--- config.mk ---
export PLATFORM = sky130hd
export DESIGN_NAME = dma_transfer_step_wrap_ctrl
export DESIGN_NICKNAME = d
export VERILOG_FILES = /design/src/core/step_wrap_pkg.sv /design/src/core/dma_transfer_step_wrap_ctrl.sv /design/src/core/pair_buffer.sv
export VERILOG_INCLUDE_DIRS = /design/src /design/src/core
export SDC_FILE = /design/constraint.sdc
export NUM_CORES = 1
export LEC_CHECK = 0
export BUFFER_PORTS_ARGS = -buffer_cell sky130_fd_sc_hd__buf_2
export CORE_MARGIN = 3
export CORE_UTILIZATION = 50
export DETAILED_ROUTE_END_ITERATION = 12
export PLACE_DENSITY_LB_ADDON = 0.08
export SETUP_SLACK_MARGIN = 0.1
export SYNTH_ARGS = -nofsm -noshare
export SYNTH_HDL_FRONTEND = slang
export SYNTH_HIERARCHICAL = 1
export SYNTH_SLANG_ARGS = --single-unit
--- constraint.sdc ---
create_clock -name clk_i -period 3.45 [get_ports clk_i]
set_clock_uncertainty 0.05 [all_clocks]
set_input_delay 0.345 -clock clk_i [delete_from_list [all_inputs] [get_ports clk_i]]
set_output_delay 0.345 -clock clk_i [all_outputs]
set_load 0.01 [all_outputs]
--- src/core/step_wrap_map.svh ---
// Register offsets, field positions and reset values of the step/wrap controller
`ifndef STEP_WRAP_MAP_SVH
`define STEP_WRAP_MAP_SVH

`define OFF_CTRL        8'h00
`define OFF_STATUS      8'h04
`define OFF_XFER_LEN    8'h08
`define OFF_BURSTS_LEFT 8'h0C
`define OFF_SRC_STEP    8'h10
`define OFF_DST_STEP    8'h14
`define OFF_WRAP_LEN    8'h18
`define OFF_WRAP_LEFT   8'h1C
`define OFF_BEGIN_STEP  8'h20

`define CTRL_START_BIT  0
`define STAT_BUSY_BIT   0
`define STAT_DONE_BIT   1

`define RST_FIELD16     16'h0000

`endif

--- src/core/step_wrap_pkg.sv ---
// Types shared by the step/wrap controller
`default_nettype none

package step_wrap_pkg;

    typedef enum logic {
        ST_IDLE,
        ST_RUN
    } ctrl_state_t;

    typedef logic [15:0] field16_t;

endpackage

`default_nettype wire

--- src/core/dma_transfer_step_wrap_ctrl.sv ---
// Burst-level transfer counting, pointer stepping and wrap control of one DMA channel
//
// What this block does
// - A 16-bit bursts-left counter holds how many bursts remain after the current one, at most 65535.
// - Reading the bursts-left counter gives its value as it stood when the channel halted.
// - After each burst other than the last or a wrapping one, the signed 16-bit source step is added to the source pointer.
// - After each burst other than the last or a wrapping one, the signed 16-bit destination step is added to the destination pointer.
// - Step code 0x0FFF adds 4095 and code 0xF000 subtracts 4096.
// - Pointers wrap to the begin address after wrap length plus one bursts.
// - A wrap length larger than the transfer length disables wrapping for that transfer.
// - A transfer length of N asks for N plus one bursts.
// - A 16-bit wrap counter holds the bursts left before the next wrap, zero meaning due.
// - When the wrap counter expires the signed wrap step is added to the begin pointers.
`timescale 1ns/10ps
`default_nettype none
`include "step_wrap_map.svh"

module dma_transfer_step_wrap_ctrl #(
    parameter int unsigned ADDR_W = 22
) (
    input  wire logic              clk_i,
    input  wire logic              rst_i,
    input  wire logic              wb_cyc_i,
    input  wire logic              wb_stb_i,
    input  wire logic              wb_we_i,
    input  wire logic [7:0]        wb_adr_i,
    input  wire logic [3:0]        wb_sel_i,
    input  wire logic [31:0]       wb_dat_i,
    output logic      [31:0]       wb_dat_o,
    output logic                   wb_ack_o,
    input  wire logic [ADDR_W-1:0] src_begin_i,
    input  wire logic [ADDR_W-1:0] dst_begin_i,
    input  wire logic              burst_done_valid_i,
    output logic                   burst_done_ready_o,
    output logic                   next_valid_o,
    input  wire logic              next_ready_i,
    output logic      [ADDR_W-1:0] next_src_o,
    output logic      [ADDR_W-1:0] next_dst_o,
    output logic                   busy_o
);
    // ---------------------------------------------------------------
    // Helpers
    // ---------------------------------------------------------------
    // Sign extension is exact for the whole 16-bit step range -32768..32767
    function automatic logic [ADDR_W-1:0] add_step(
        input logic [ADDR_W-1:0] a,
        input logic [15:0]       s
    );
        add_step = a + {{(ADDR_W-16){s[15]}}, s};
    endfunction

    function automatic logic [15:0] merge16(
        input logic [15:0] old,
        input logic [31:0] dat,
        input logic [3:0]  sel
    );
        merge16 = {sel[1] ? dat[15:8] : old[15:8], sel[0] ? dat[7:0] : old[7:0]};
    endfunction

    function automatic logic hit(input logic [7:0] adr, input logic [7:0] off);
        hit = (adr[7:2] == off[7:2]);
    endfunction

    // ---------------------------------------------------------------
    // Bus slave
    // ---------------------------------------------------------------
    logic        ack_q;
    logic        ack_d;
    logic [31:0] dat_q;
    logic [31:0] dat_d;
    logic        wr_commit;
    logic        wr_ctrl;
    logic        wr_stat;
    logic        wr_len;
    logic        wr_count;
    logic        wr_sstep;
    logic        wr_dstep;
    logic        wr_wlen;
    logic        wr_wleft;
    logic        wr_bstep;

    step_wrap_pkg::ctrl_state_t state_q;
    step_wrap_pkg::ctrl_state_t state_d;
    logic                   pend_q;
    logic                   pend_d;
    logic                   done_q;
    logic                   done_d;
    logic                   wrap_en_q;
    logic                   wrap_en_d;
    step_wrap_pkg::field16_t xfer_len_q;
    step_wrap_pkg::field16_t xfer_len_d;
    step_wrap_pkg::field16_t count_q;
    step_wrap_pkg::field16_t count_d;
    step_wrap_pkg::field16_t src_step_q;
    step_wrap_pkg::field16_t src_step_d;
    step_wrap_pkg::field16_t dst_step_q;
    step_wrap_pkg::field16_t dst_step_d;
    step_wrap_pkg::field16_t wrap_len_q;
    step_wrap_pkg::field16_t wrap_len_d;
    step_wrap_pkg::field16_t wrap_left_q;
    step_wrap_pkg::field16_t wrap_left_d;
    step_wrap_pkg::field16_t wstep_q;
    step_wrap_pkg::field16_t wstep_d;
    logic [ADDR_W-1:0]      src_beg_q;
    logic [ADDR_W-1:0]      src_beg_d;
    logic [ADDR_W-1:0]      dst_beg_q;
    logic [ADDR_W-1:0]      dst_beg_d;
    logic [ADDR_W-1:0]      src_cur_q;
    logic [ADDR_W-1:0]      src_cur_d;
    logic [ADDR_W-1:0]      dst_cur_q;
    logic [ADDR_W-1:0]      dst_cur_d;
    logic                   take;
    logic                   wrap_fire;
    logic                   push;
    logic                   buf_in_ready;

    assign ack_d     = wb_cyc_i && wb_stb_i && !ack_q;
    // Write lands on the edge where the master sees ack
    assign wr_commit = wb_cyc_i && wb_stb_i && wb_we_i && ack_q;
    assign wr_ctrl   = wr_commit && hit(wb_adr_i, `OFF_CTRL);
    assign wr_stat   = wr_commit && hit(wb_adr_i, `OFF_STATUS);
    assign wr_len    = wr_commit && hit(wb_adr_i, `OFF_XFER_LEN);
    assign wr_count  = wr_commit && hit(wb_adr_i, `OFF_BURSTS_LEFT);
    assign wr_sstep  = wr_commit && hit(wb_adr_i, `OFF_SRC_STEP);
    assign wr_dstep  = wr_commit && hit(wb_adr_i, `OFF_DST_STEP);
    assign wr_wlen   = wr_commit && hit(wb_adr_i, `OFF_WRAP_LEN);
    assign wr_wleft  = wr_commit && hit(wb_adr_i, `OFF_WRAP_LEFT);
    assign wr_bstep  = wr_commit && hit(wb_adr_i, `OFF_BEGIN_STEP);

    // Counters move only on a start, a burst end or a register write, so a read while halted is the halt value
    always_comb begin
        dat_d = dat_q;
        if (ack_d) begin
            dat_d = 32'h00000000;
            unique case ({2'b00, wb_adr_i[7:2]})
                `OFF_STATUS >> 2:      dat_d = {30'h00000000, done_q, state_q == step_wrap_pkg::ST_RUN};
                `OFF_XFER_LEN >> 2:    dat_d = {16'h0000, xfer_len_q};
                `OFF_BURSTS_LEFT >> 2: dat_d = {16'h0000, count_q};
                `OFF_SRC_STEP >> 2:    dat_d = {16'h0000, src_step_q};
                `OFF_DST_STEP >> 2:    dat_d = {16'h0000, dst_step_q};
                `OFF_WRAP_LEN >> 2:    dat_d = {16'h0000, wrap_len_q};
                `OFF_WRAP_LEFT >> 2:   dat_d = {16'h0000, wrap_left_q};
                `OFF_BEGIN_STEP >> 2:  dat_d = {16'h0000, wstep_q};
                default:               dat_d = 32'h00000000;
            endcase
        end
    end

    always_ff @(posedge clk_i) begin
        if (rst_i) begin
            ack_q <= 1'b0;
            dat_q <= 32'h00000000;
        end else begin
            ack_q <= ack_d;
            dat_q <= dat_d;
        end
    end

    assign wb_ack_o = ack_q;
    assign wb_dat_o = dat_q;

    // ---------------------------------------------------------------
    // Transfer sequencing
    // ---------------------------------------------------------------
    assign take = (state_q == step_wrap_pkg::ST_RUN) && burst_done_valid_i && buf_in_ready;

    always_comb begin
        state_d     = state_q;
        pend_d      = pend_q;
        done_d      = done_q;
        wrap_en_d   = wrap_en_q;
        xfer_len_d  = wr_len ? merge16(xfer_len_q, wb_dat_i, wb_sel_i) : xfer_len_q;
        count_d     = wr_count ? merge16(count_q, wb_dat_i, wb_sel_i) : count_q;
        src_step_d  = wr_sstep ? merge16(src_step_q, wb_dat_i, wb_sel_i) : src_step_q;
        dst_step_d  = wr_dstep ? merge16(dst_step_q, wb_dat_i, wb_sel_i) : dst_step_q;
        wrap_len_d  = wr_wlen ? merge16(wrap_len_q, wb_dat_i, wb_sel_i) : wrap_len_q;
        wrap_left_d = wr_wleft ? merge16(wrap_left_q, wb_dat_i, wb_sel_i) : wrap_left_q;
        wstep_d     = wr_bstep ? merge16(wstep_q, wb_dat_i, wb_sel_i) : wstep_q;
        src_beg_d   = src_beg_q;
        dst_beg_d   = dst_beg_q;
        src_cur_d   = src_cur_q;
        dst_cur_d   = dst_cur_q;
        push        = 1'b0;
        wrap_fire   = 1'b0;
        if (wr_ctrl && wb_sel_i[0] && wb_dat_i[`CTRL_START_BIT]) begin
            pend_d = 1'b1;
        end
        if (wr_stat && wb_sel_i[0] && wb_dat_i[`STAT_DONE_BIT]) begin
            done_d = 1'b0;
        end
        unique case (state_q)
            step_wrap_pkg::ST_IDLE: begin
                // Start waits for buffer room so the first pointer pair is never lost
                if (pend_q && buf_in_ready) begin
                    state_d     = step_wrap_pkg::ST_RUN;
                    pend_d      = 1'b0;
                    count_d     = xfer_len_q;
                    wrap_left_d = wrap_len_q;
                    wrap_en_d   = (wrap_len_q <= xfer_len_q);
                    src_beg_d   = src_begin_i;
                    dst_beg_d   = dst_begin_i;
                    src_cur_d   = src_begin_i;
                    dst_cur_d   = dst_begin_i;
                    push        = 1'b1;
                end
            end
            step_wrap_pkg::ST_RUN: begin
                if (take) begin
                    if (count_q == 16'h0000) begin
                        state_d = step_wrap_pkg::ST_IDLE;
                        done_d  = 1'b1;
                    end else begin
                        count_d = count_q - 16'h0001;
                        if (wrap_en_q && (wrap_left_q == 16'h0000)) begin
                            wrap_fire   = 1'b1;
                            src_beg_d   = add_step(src_beg_q, wstep_q);
                            dst_beg_d   = add_step(dst_beg_q, wstep_q);
                            src_cur_d   = src_beg_d;
                            dst_cur_d   = dst_beg_d;
                            wrap_left_d = wrap_len_q;
                        end else begin
                            src_cur_d = add_step(src_cur_q, src_step_q);
                            dst_cur_d = add_step(dst_cur_q, dst_step_q);
                            if (wrap_left_q != 16'h0000) begin
                                wrap_left_d = wrap_left_q - 16'h0001;
                            end
                        end
                        push = 1'b1;
                    end
                end
            end
        endcase
    end

    always_ff @(posedge clk_i) begin
        if (rst_i) begin
            state_q     <= step_wrap_pkg::ST_IDLE;
            pend_q      <= 1'b0;
            done_q      <= 1'b0;
            wrap_en_q   <= 1'b0;
            xfer_len_q  <= `RST_FIELD16;
            count_q     <= `RST_FIELD16;
            src_step_q  <= `RST_FIELD16;
            dst_step_q  <= `RST_FIELD16;
            wrap_len_q  <= `RST_FIELD16;
            wrap_left_q <= `RST_FIELD16;
            wstep_q     <= `RST_FIELD16;
            src_beg_q   <= '0;
            dst_beg_q   <= '0;
            src_cur_q   <= '0;
            dst_cur_q   <= '0;
        end else begin
            state_q     <= state_d;
            pend_q      <= pend_d;
            done_q      <= done_d;
            wrap_en_q   <= wrap_en_d;
            xfer_len_q  <= xfer_len_d;
            count_q     <= count_d;
            src_step_q  <= src_step_d;
            dst_step_q  <= dst_step_d;
            wrap_len_q  <= wrap_len_d;
            wrap_left_q <= wrap_left_d;
            wstep_q     <= wstep_d;
            src_beg_q   <= src_beg_d;
            dst_beg_q   <= dst_beg_d;
            src_cur_q   <= src_cur_d;
            dst_cur_q   <= dst_cur_d;
        end
    end

    assign busy_o             = (state_q == step_wrap_pkg::ST_RUN);
    assign burst_done_ready_o = busy_o && buf_in_ready;

    // ---------------------------------------------------------------
    // Next pointer buffer
    // ---------------------------------------------------------------
    // Two entries let the pair be pushed while the previous one waits
    pair_buffer #(
        .WIDTH (2 * ADDR_W),
        .DEPTH (2)
    ) u_next_buf (
        .clk_i       (clk_i),
        .rst_i       (rst_i),
        .in_valid_i  (push),
        .in_ready_o  (buf_in_ready),
        .in_data_i   ({src_cur_d, dst_cur_d}),
        .out_valid_o (next_valid_o),
        .out_ready_i (next_ready_i),
        .out_data_o  ({next_src_o, next_dst_o})
    );

    // ---------------------------------------------------------------
    // Checks
    // ---------------------------------------------------------------
    a_ack_single_pulse: assert property (@(posedge clk_i) disable iff (rst_i)
        wb_ack_o |=> !wb_ack_o)
        else $error("ack held longer than one cycle");

    a_count_load_start: assert property (@(posedge clk_i) disable iff (rst_i)
        (state_q == step_wrap_pkg::ST_IDLE && pend_q && buf_in_ready)
        |=> (count_q == $past(xfer_len_q)) && (wrap_left_q == $past(wrap_len_q)) && busy_o)
        else $error("counters not loaded at start");

    a_count_decrement: assert property (@(posedge clk_i) disable iff (rst_i)
        (take && count_q != 16'h0000) |=> (count_q == $past(count_q) - 16'h0001))
        else $error("bursts left did not count down");

    a_final_burst_end: assert property (@(posedge clk_i) disable iff (rst_i)
        (take && count_q == 16'h0000) |-> !push ##1 (!busy_o && done_q))
        else $error("transfer did not end on last burst");

    a_src_step_add: assert property (@(posedge clk_i) disable iff (rst_i)
        (take && count_q != 16'h0000 && !wrap_fire)
        |=> (src_cur_q == add_step($past(src_cur_q), $past(src_step_q))))
        else $error("source pointer not stepped");

    a_dst_step_add: assert property (@(posedge clk_i) disable iff (rst_i)
        (take && count_q != 16'h0000 && !wrap_fire)
        |=> (dst_cur_q == add_step($past(dst_cur_q), $past(dst_step_q))))
        else $error("destination pointer not stepped");

    a_step_most_negative: assert property (@(posedge clk_i) disable iff (rst_i)
        (take && count_q != 16'h0000 && !wrap_fire && src_step_q == 16'hF000)
        |=> (src_cur_q == $past(src_cur_q) - 22'h001000))
        else $error("step code F000 did not subtract 4096");

    a_wrap_reload: assert property (@(posedge clk_i) disable iff (rst_i)
        wrap_fire |=> (src_cur_q == src_beg_q) && (dst_cur_q == dst_beg_q)
                      && (wrap_left_q == $past(wrap_len_q)))
        else $error("wrap did not reload pointers and counter");

    a_begin_step_wrap: assert property (@(posedge clk_i) disable iff (rst_i)
        wrap_fire |=> (src_beg_q == add_step($past(src_beg_q), $past(wstep_q))))
        else $error("begin pointer not stepped on wrap");

    a_wrap_disabled: assert property (@(posedge clk_i) disable iff (rst_i)
        (state_q == step_wrap_pkg::ST_IDLE && pend_q && buf_in_ready && (wrap_len_q > xfer_len_q))
        |=> !wrap_en_q)
        else $error("wrap enabled although wrap length exceeds transfer length");

    a_wrap_due_only: assert property (@(posedge clk_i) disable iff (rst_i)
        wrap_fire |-> (wrap_left_q == 16'h0000) && wrap_en_q && $past(busy_o))
        else $error("wrap fired before counter expired");

    a_idle_count_hold: assert property (@(posedge clk_i) disable iff (rst_i)
        (!busy_o && !pend_q && !wr_count) |=> $stable(count_q))
        else $error("halted count changed");

endmodule

`default_nettype wire

--- src/core/pair_buffer.sv ---
// Small valid/ready buffer for the next pointer pair
`timescale 1ns/10ps
`default_nettype none

module pair_buffer #(
    parameter int unsigned WIDTH = 44,
    parameter int unsigned DEPTH = 2
) (
    input  wire logic             clk_i,
    input  wire logic             rst_i,
    input  wire logic             in_valid_i,
    output logic                  in_ready_o,
    input  wire logic [WIDTH-1:0] in_data_i,
    output logic                  out_valid_o,
    input  wire logic             out_ready_i,
    output logic      [WIDTH-1:0] out_data_o
);
    localparam int unsigned PW = (DEPTH > 1) ? $clog2(DEPTH) : 1;
    localparam int unsigned CW = $clog2(DEPTH + 1);

    logic [WIDTH-1:0] mem_q [DEPTH];
    logic [WIDTH-1:0] mem_d [DEPTH];
    logic [PW-1:0]    wr_q;
    logic [PW-1:0]    wr_d;
    logic [PW-1:0]    rd_q;
    logic [PW-1:0]    rd_d;
    logic [CW-1:0]    cnt_q;
    logic [CW-1:0]    cnt_d;
    logic             push;
    logic             pop;

    function automatic logic [PW-1:0] bump(input logic [PW-1:0] p);
        bump = (p == PW'(DEPTH - 1)) ? '0 : p + PW'(1);
    endfunction

    assign in_ready_o  = (cnt_q != CW'(DEPTH));
    assign out_valid_o = (cnt_q != '0);
    assign out_data_o  = mem_q[rd_q];
    assign push        = in_valid_i && in_ready_o;
    assign pop         = out_valid_o && out_ready_i;

    always_comb begin
        mem_d = mem_q;
        wr_d  = wr_q;
        rd_d  = rd_q;
        cnt_d = cnt_q;
        if (push) begin
            mem_d[wr_q] = in_data_i;
            wr_d        = bump(wr_q);
        end
        if (pop) begin
            rd_d = bump(rd_q);
        end
        if (push && !pop) begin
            cnt_d = cnt_q + CW'(1);
        end else if (pop && !push) begin
            cnt_d = cnt_q - CW'(1);
        end
    end

    always_ff @(posedge clk_i) begin
        if (rst_i) begin
            wr_q  <= '0;
            rd_q  <= '0;
            cnt_q <= '0;
        end else begin
            wr_q  <= wr_d;
            rd_q  <= rd_d;
            cnt_q <= cnt_d;
        end
    end

    // Data storage needs no reset, count guards it
    always_ff @(posedge clk_i) begin
        mem_q <= mem_d;
    end

    a_buffer_fill_count: assert property (@(posedge clk_i) disable iff (rst_i)
        (push && !pop) |=> (cnt_q == $past(cnt_q) + CW'(1)))
        else $error("buffer count did not rise on push");

endmodule

`default_nettype wire

# Word level (Yosys, flattened, before mapping)
# Cells that the tools add are included.
# word_totals
elab_cells,165
regBits,329
out_inout_bits,80
# op_classes
eq_ne,13
reduce_logical,48
add_sub_neg,10
n_mux,60
bitwise_logic,3
magnitude_cmp,4
# ops
op,count
two-way mux 22 bit,16
two-way mux 44 bit,4
case mux 22 bit (2 select lines),4
two-way mux 16 bit,10
case mux 16 bit (8 select lines),1
adder 22 bit,4
bitwise mux 88 bit,1
case mux 16 bit (2 select lines),2
demux 44 bit (select 1 bit),1
zero test 16 bit,2
two-way mux 8 bit,4
subtractor 16 x 1 -> 16 bit (second input constant),2
logical AND 1 bit,27
== test 6 x 3 -> 1 bit (second input constant),4
AND reduction 2 bit,11
less-or-equal comparator 16 bit,1
nonzero test 16 bit,1
two-way mux 1 bit,13
== test 6 x 2 -> 1 bit (second input constant),2
== test 6 x 1 -> 1 bit (second input constant),1
== test 6 x 4 -> 1 bit (second input constant),1
zero test 6 bit,1
!= test 2 bit (second input constant),3
>= comparator 2 bit (second input constant),2
12 further kinds,20

# Logic depth before layout (Yosys ltp)
# Gate-level depths: netlist (run 1).
# logic_depth
depth_word,10
ltp_mapped,13
mapped_depth_nobuf,10

# Cells and area by module
# The synthesis (run 1) kept the hierarchy.
# by_module_without_submodules
module,area_per_inst_um2,cells_per_inst,n_inst
dma_transfer_step_wrap_ctrl,16413.2,2144,1
pair_buffer,3379.5,159,1

# Least setup slack after synthesis (run 1)
# Ideal clock, no wire load.
# synth_timing
path_kind,reg2reg
from,register u_next_buf.cnt_q[0]
to,register u_next_buf/mem_q[0] (netlist bit) (enable)
setup_ps,406
path_slack_ps,161
arrival_time_ps,2833
required_ps,2994
stages_incl_launch_ff,10
path_cell_list,dfxtp_1 nand2b_4 and2_1 nand2_1 a41o_1 buf_4 buf_6 nand2_1 buf_2 and3_1
# synth_via
elab_chain_len,5
# synth_lines
element,line,source
from (decl),pair_buffer.sv:27,logic [CW-1:0] cnt_q;
from (signal assigned),pair_buffer.sv:69,cnt_q <= cnt_d;
!= test 2 bit (*),pair_buffer.sv:36,assign in_ready_o = (cnt_q != CW'(DEPTH));
named net buf_in_ready,dma_transfer_step_wrap_ctrl.sv:115,logic buf_in_ready;
logical AND 1 bit (on tied branches),"dma_transfer_step_wrap_ctrl.sv:165, dma_transfer_step_wrap_ctrl.sv:194",
two-way mux 1 bit (on tied branches),"dma_transfer_step_wrap_ctrl.sv:208, dma_transfer_step_wrap_ctrl.sv:194",
case mux 1 bit (2 select lines) (*),dma_transfer_step_wrap_ctrl.sv:191,unique case (state_q)
named net push,dma_transfer_step_wrap_ctrl.sv:114,logic push;
logical AND 1 bit (*),pair_buffer.sv:39,assign push = in_valid_i && in_ready_o;
to (signal assigned),pair_buffer.sv:75,mem_q <= mem_d;
to (decl),pair_buffer.sv:21,logic [WIDTH-1:0] mem_q [DEPTH];
# Mark *: on every way through the listed nets, which the timed path passes. The rest lies on a longest branch.
# A chain may end at the register's enable or synchronous reset.

# Worst setup path in the final report (run 1)
# layout_timing
from,register u_next_buf.cnt_q[0]
to,register u_next_buf/mem_q[57] (netlist bit) (data pin)
# layout_via
elab_chain_len,5
# layout_lines
element,line,source
!= test 2 bit (*),pair_buffer.sv:36,
named net buf_in_ready,dma_transfer_step_wrap_ctrl.sv:115,
logical AND 1 bit (on tied branches),"dma_transfer_step_wrap_ctrl.sv:165, dma_transfer_step_wrap_ctrl.sv:194",
two-way mux 22 bit (on tied branches),"dma_transfer_step_wrap_ctrl.sv:208, dma_transfer_step_wrap_ctrl.sv:194",
case mux 22 bit (2 select lines) (*),dma_transfer_step_wrap_ctrl.sv:191,
named net dst_cur_d[13],dma_transfer_step_wrap_ctrl.sv:111,logic [ADDR_W-1:0] dst_cur_d;
bitwise mux 88 bit (*),pair_buffer.sv:48,mem_d[wr_q] = in_data_i;
# Marked as above.

==> metrics.yaml, run 1 <==
status: "completed"
path_class: "flop to flop"
worstPathArrival_ns: 3.49
clockBufferDepth: 3
path_cells: "nand2b_4, and2_1, nand2_1, a41o_2, nor2_2, a221o_1"
slew_violations: 0
gp_congestion: 1.02
rr_worst_depth: 6
pwr-share-comb_pct: 5.6
setup-tns-final_ns: 0
p_seq_share_pct: 44.2
post-route-min-period_ns: 3.23
seq_area_frac_synth_pct: 36.1
drc: 0
crit_buf_inv: 0
path_depth: 6
rsz0062_at_grt: "no"
p_per_area_mw_per_mm2: 379
critPathRequiredTime_ns: 3.71
synthFlopType: "dfxtp_1"
rows: 72
hold_viol_final: 0
p_switching_mw: 2.02
r2r-end: "u_next_buf/mem_q[57]$_DFFE_PP_"
ctsResizeCount: 0
cts_inserted_buffers: 37
r2r_slack_ns: 0.22
cp_max_fo: 14
grt_usage_pct: 34.7
die_x_um: 205
initial_utilization_pct: 50.9
critPathLaunchType: "flop"
die_area_mm2: 0.0420
antenna_found_initial: 3
hold_end: "src_beg_q[21]$_SDFFE_PP0P_"
async_flop_share_pct: 0
cts_sinks: 313
grt_max_degree: 103
mostFrequentLayoutCells: "nand2_1 (257), a21oi_1 (228), dfxtp_1 (223), nor2_1 (184), buf_2 (137)"
ys_types: 80
synth_edf_count: 88
syn_avg_cell_area_um2: 8.59
cts_tree: "yes"
drt_iter0_drc: 2234
cpMaxStageDelayCell: "nor2_2"
min_period_over_period_pct: 93.6
timing.max_cap.violations: 0
clock_power_share_pct: 50.2
grt_pass1_vias: 17600
fin_util_pct: 58.0
netlist_instances: 2303
min_from: "src_begin_i[21]"
stdcell_area_mm2: 0.0226
post_cts_buffers: 0
hpwl_um: 55000
final_common_cell: "nand2_1"
clk_pin_slew_worst_paths_ns: 0.06
die_h_um: 205
wirelength_um: 75000
wire_per_inst_um: 25.3
core_area_mm2: 0.0389
synth_warnings: 6
leakage_nw: 9.47
vias: 19200
end_kind: "flop"
vdd_drop_max_mv: 0.348
grt.overflow.total: 0
cts.hold.buffers_added: 0
internal_power_mw: 6.54
synth-seq-cells: 313
setup_viol: 0
drive_above_1_share_pct: 15.7
areaGrowthSynthToFinish_pct: 14.0
yosys.area.top_type_share_pct: 22.8
io_buffers: 138
fmax_mhz: 310
io_pins: 175
worst_slew_pin_slew_ns: 1.14
cts-root-buf: "clkbuf_16"
synth_top_area_cell: "dfxtp_1"
cpPeakStageDelay_ns: 0.94
p_sw_share_pct: 23.6
synth_area_leaders: "dfxtp_1 (23%), edfxtp_1 (13%), ha_1 (6.6%)"
routed_via_density: 6.47
dr.pass1.iters: 8
grt_pass1_wl_um: 111000
drtAntennaViolNets: 0
synth_area_mm2: 0.0198
holdPathStages: 3
placed_area_mm2: 0.0212
nNetsFinal: 2627
worst_hold_path_type: "input port to flop"
htreeDepth: 2
clock_latency_ns: 0.57
cp_top_family: "simple AND/OR/NAND/NOR gates"
relSlewSlack_pct: 23.9
r2r_start: "u_next_buf/cnt_q[0]$_SDFFE_PP0P_"
cells in the mapped netlist (50+ instances only):
master,count
a211oi_1,54
a21o_1,50
a21oi_1,230
clkbuf_1,95
dfxtp_1,225
edfxtp_1,88
ha_1,105
mux2_2,50
mux2i_1,100
nand2_1,258
nand3_1,115
nor2_1,189
o21ai_0,89
xnor2_1,51
through the flow:
stage	worst slack (ns)	power, mW	hold slack, ns	instances
6_report	0.219	8.56	0.0829	2969
5_1_grt	0.102	8.75	0.0765	2968
4_1_cts	0.123	8.59	0.0599	2968
3_5_place_dp	0.144	4.34	0.402	2902
3_3_place_gp	0.169	4.33	0.393	2902
2_1_floorplan	0.161	4.11	0.364	2318
area by class of cell:
cell class	instances	area (um2)
well taps	518	648
fillers	3586	16400
flip-flops and latches	313	7150
diodes	1	2.50
repair buffers	220	1390
clock buffers	45	996
multi-input cells	1810	11900
clock inverters	21	320
inverters	41	154
worst min-delay path: stages:
cell and delay, ns:
buf_2 0.12, a22oi_1 0.08, a21oi_1 0.11
sequential cells by signal (all words and copies together), names as in the netlist, 2 cells and up:
register	flops
count_q	16
u_next_buf/mem_q	88
src_beg_q	22
src_step_q	16
dst_beg_q	22
wb_dat_o	16
wrap_left_q	16
wstep_q	16
wrap_len_q	16
dst_cur_q	22
u_next_buf/cnt_q	2
src_cur_q	22
dst_step_q	16
xfer_len_q	16
routing by layer:
metal  track usage (%)  wire length (um)  vias up
li1                  -                 -     8768
met1              50.4             32700     9343
met2              50.8             31600      945
met3              7.53              7820      166
met4              12.4              2880        2
met5                 0                13        -
kinds of logic after synthesis:
family                     after synthesis  synth area share (%)
DFF                                    313                  36.1
muxes                                  154                  8.36
other                                    1                0.0189
and+or+nand+nor                        774                  18.3
adders and majority gates              109                  7.04
xor gates and xnor gates                84                  3.72
buffers and inverters                  195                  4.40
AOI/OAI and AO/OA                      673                  22.1
power groups by stage:
stage               Sequential (mW)  Combinational [mW]  Clock (mW)
floorplan                      3.87               0.244           0
global placement               3.87               0.468           0
detailed placement             3.87               0.470           0
CTS                            3.79               0.473        4.34
global route                   3.79               0.502        4.47
finish                         3.79               0.479        4.29
worst max-delay path by stage:
stage,slack [ns],end,start
after floorplan,0.16,u_next_buf/mem_q[0]$_DFFE_PP_,u_next_buf/cnt_q[0]$_SDFFE_PP0P_
after global placement,0.17,dst_cur_q[20]$_SDFF_PP0_,wstep_q[0]$_SDFFE_PP0P_
after detailed placement,0.14,dst_cur_q[20]$_SDFF_PP0_,wstep_q[0]$_SDFFE_PP0P_
after CTS,0.12,dst_cur_q[20]$_SDFF_PP0_,wstep_q[0]$_SDFFE_PP0P_
after global routing,0.10,dst_cur_q[18]$_SDFF_PP0_,count_q[0]$_SDFF_PP0_
final,0.22,u_next_buf/mem_q[57]$_DFFE_PP_,u_next_buf/cnt_q[0]$_SDFFE_PP0P_
Power figures use the tool's default switching activity.
==> inputs of run 2 (changes only) <==
GPL_ROUTABILITY_DRIVEN = 0   (was not set)
PLACE_DENSITY = 0.71   (was not set)
PLACE_DENSITY_LB_ADDON = not set   (was 0.08)
==> run 2 against run 1 <==
Effect of this change: sequential share of layout area rose by 0.40 points; combinational power fell by 8.1%; count of clock-buffer cells in the layout rose by 6; global-route usage fell by 2.5 points; flip-flop and latch count did not move; final area fell by 1.2%; via count rose by 0.16%; cell count fell by 0.44%; sequential power barely moved; highest routed layer unchanged; largest cell class unchanged; register-to-register slack got worse by 0.08 ns; non-clock buffer count fell by 13.
==> metrics.yaml, run 2 (synthesis results as in run 1) <==
wirelength_um: 69400  # -7.5%
status: "completed"
end_kind: "flop"
io_pins: 175  # unchanged
r2r_start: "wstep_q[7]$_SDFFE_PP0P_"
wire_per_inst_um: 23.5  # -7.1%
path_class: "flop to flop"
post_cts_buffers: 0  # unchanged
hpwl_um: 50700  # -7.9%
dr.pass1.iters: 6  # -2
critPathLaunchType: "flop"
p_per_area_mw_per_mm2: 365  # -3.8%
routed_via_density: 6.51  # +0.60%
drive_above_1_share_pct: 15.1  # -0.61 points
grt_max_degree: 138  # +34%
setup_viol: 0  # unchanged
holdPathStages: 3  # unchanged
grt_pass1_wl_um: 105000  # -5.6%
worst_slew_pin_slew_ns: 1.08  # -0.0615 ns
io_buffers: 138  # unchanged
cp_max_fo: 6  # -8
hold_viol_final: 0  # unchanged
rr_worst_depth: 9  # +3
die_area_mm2: 0.0420  # unchanged
cts_tree: "yes"
antenna_found_initial: 3  # unchanged
htreeDepth: 2  # unchanged
stdcell_area_mm2: 0.0223  # -1.2%
cts_sinks: 313  # unchanged
setup-tns-final_ns: 0  # unchanged
slew_violations: 0  # unchanged
areaGrowthSynthToFinish_pct: 12.6
timing.max_cap.violations: 0  # unchanged
core_area_mm2: 0.0389  # unchanged
r2r_slack_ns: 0.14  # -0.08 ns
die_h_um: 205  # unchanged
vdd_drop_max_mv: 0.338  # -2.9%
fmax_mhz: 302  # -2.5%
clock_latency_ns: 0.56  # about the same
cts-root-buf: "clkbuf_16"
rows: 72  # unchanged
drc: 0  # unchanged
vias: 19300  # +0.16%
critPathRequiredTime_ns: 3.67  # -0.04 ns
setup_ws_ns: 0.137  # -0.0820 ns
leakage_nw: 9.32  # -1.6%
clk_pin_slew_worst_paths_ns: 0.06  # about the same
grt.overflow.total: 0  # unchanged
final_common_cell: "nand2_1"
post-route-min-period_ns: 3.31  # +0.0820 ns
hold_end: "dst_beg_q[21]$_SDFFE_PP0P_"
place_ws_ns: 0.173  # +0.0295 ns
grt_pass1_vias: 17500  # -0.90%
worstPathArrival_ns: 3.54  # +0.05 ns
cts_inserted_buffers: 36  # -2.7%
mostFrequentLayoutCells: "nand2_1 (257), a21oi_1 (229), dfxtp_1 (222), nor2_1 (183), buf_2 (137)"
drt_iter0_drc: 2480  # +11%
initial_utilization_pct: 50.9  # unchanged
worst_hold_path_type: "input port to flop"
relSlewSlack_pct: 28.1  # +4.2 points
nNetsFinal: 2613  # -0.53%
min_from: "dst_begin_i[21]"
clockBufferDepth: 3  # unchanged
placed_area_mm2: 0.0211  # -0.70%
grt_usage_pct: 32.2  # -2.5 points
drtAntennaViolNets: 0  # unchanged
min_period_over_period_pct: 96.0  # +2.4 points
fin_util_pct: 57.3  # -0.72 points
rsz0062_at_grt: "no"
regMostFlops: "u_next_buf/mem_q"
r2r-end: "u_next_buf/mem_q[63]$_DFFE_PP_"
largest_register_ff_count: 88  # unchanged
holdWs_ns: 0.0927  # +0.00978 ns
die_x_um: 205  # unchanged
run 2: cell types whose count changed in the layout (fill, tap and decap cells not counted), sizes merged:
cell and change:
buf -13, bufinv -6, clkbuf +6, clkinv +2, inv -2
run 2: metrics by stage:
step,power (mW),instances
2_1_floorplan,4.11,2318
3_5_place_dp,4.32,2889
3_3_place_gp,4.31,2889
6_report,8.13,2956
5_1_grt,8.34,2955
4_1_cts,8.15,2955
run 2: what timing repair did:
action / in CTS / in global routing
hold buffers: 0 / 0
endpoints found under the setup margin: 0 / 27
resized for setup: 0 / 8
run 2: layer usage:
metal  vias up  global-route usage [%]  wire [um]
met1      9105                    45.9      27900
met4         4                    13.5       3360
met5         -                       0         31
met3       220                    7.55       9230
li1       8722                       -          -
met2      1203                    46.8      28800
run 2: worst max path at each step:
stage                                           from                             end  slack, ns  cells after the start
CTS                          wstep_q[0]$_SDFFE_PP0P_        dst_cur_q[14]$_SDFF_PP0_       0.10                     10
global route                   count_q[0]$_SDFF_PP0_   u_next_buf/mem_q[0]$_DFFE_PP_       0.10                      7
finish                       wstep_q[7]$_SDFFE_PP0P_  u_next_buf/mem_q[63]$_DFFE_PP_       0.14                      9
floorplan           u_next_buf/cnt_q[0]$_SDFFE_PP0P_   u_next_buf/mem_q[0]$_DFFE_PP_       0.16                      9
global placement             wstep_q[0]$_SDFFE_PP0P_        dst_cur_q[14]$_SDFF_PP0_       0.21                     10
detailed placement           wstep_q[0]$_SDFFE_PP0P_        dst_cur_q[14]$_SDFF_PP0_       0.17                     10
run 2: final cells by class:
cell class	instances	area, um2
Tap cell	518	648
Fill cell	3532	16600
Clock inverter	15	120
Clock buffer	51	1070
Inverter	41	154
Timing Repair Buffer	207	1240
Multi-Input combinational cell	1810	11900
Antenna cell	1	2.50
Sequential cell	313	7150
run 2: worst max-delay path: stages, from the launching register on:
cell	delay [ns]
dfxtp_1	0.53
ha_1	0.36
and3_1	0.22
and3_1	0.18
a211o_1	0.36
o21ai_1	0.29
a21oi_1	0.13
o21ai_0	0.25
a21oi_1	0.17
nor3_1	0.48
run 2: report_power, final:
| group | internal (mW) | switching (mW) |
|---|---|---|
| clock network | 2.25 | 1.63 |
| registers | 3.77 | 0.0370 |
| logic | 0.160 | 0.280 |
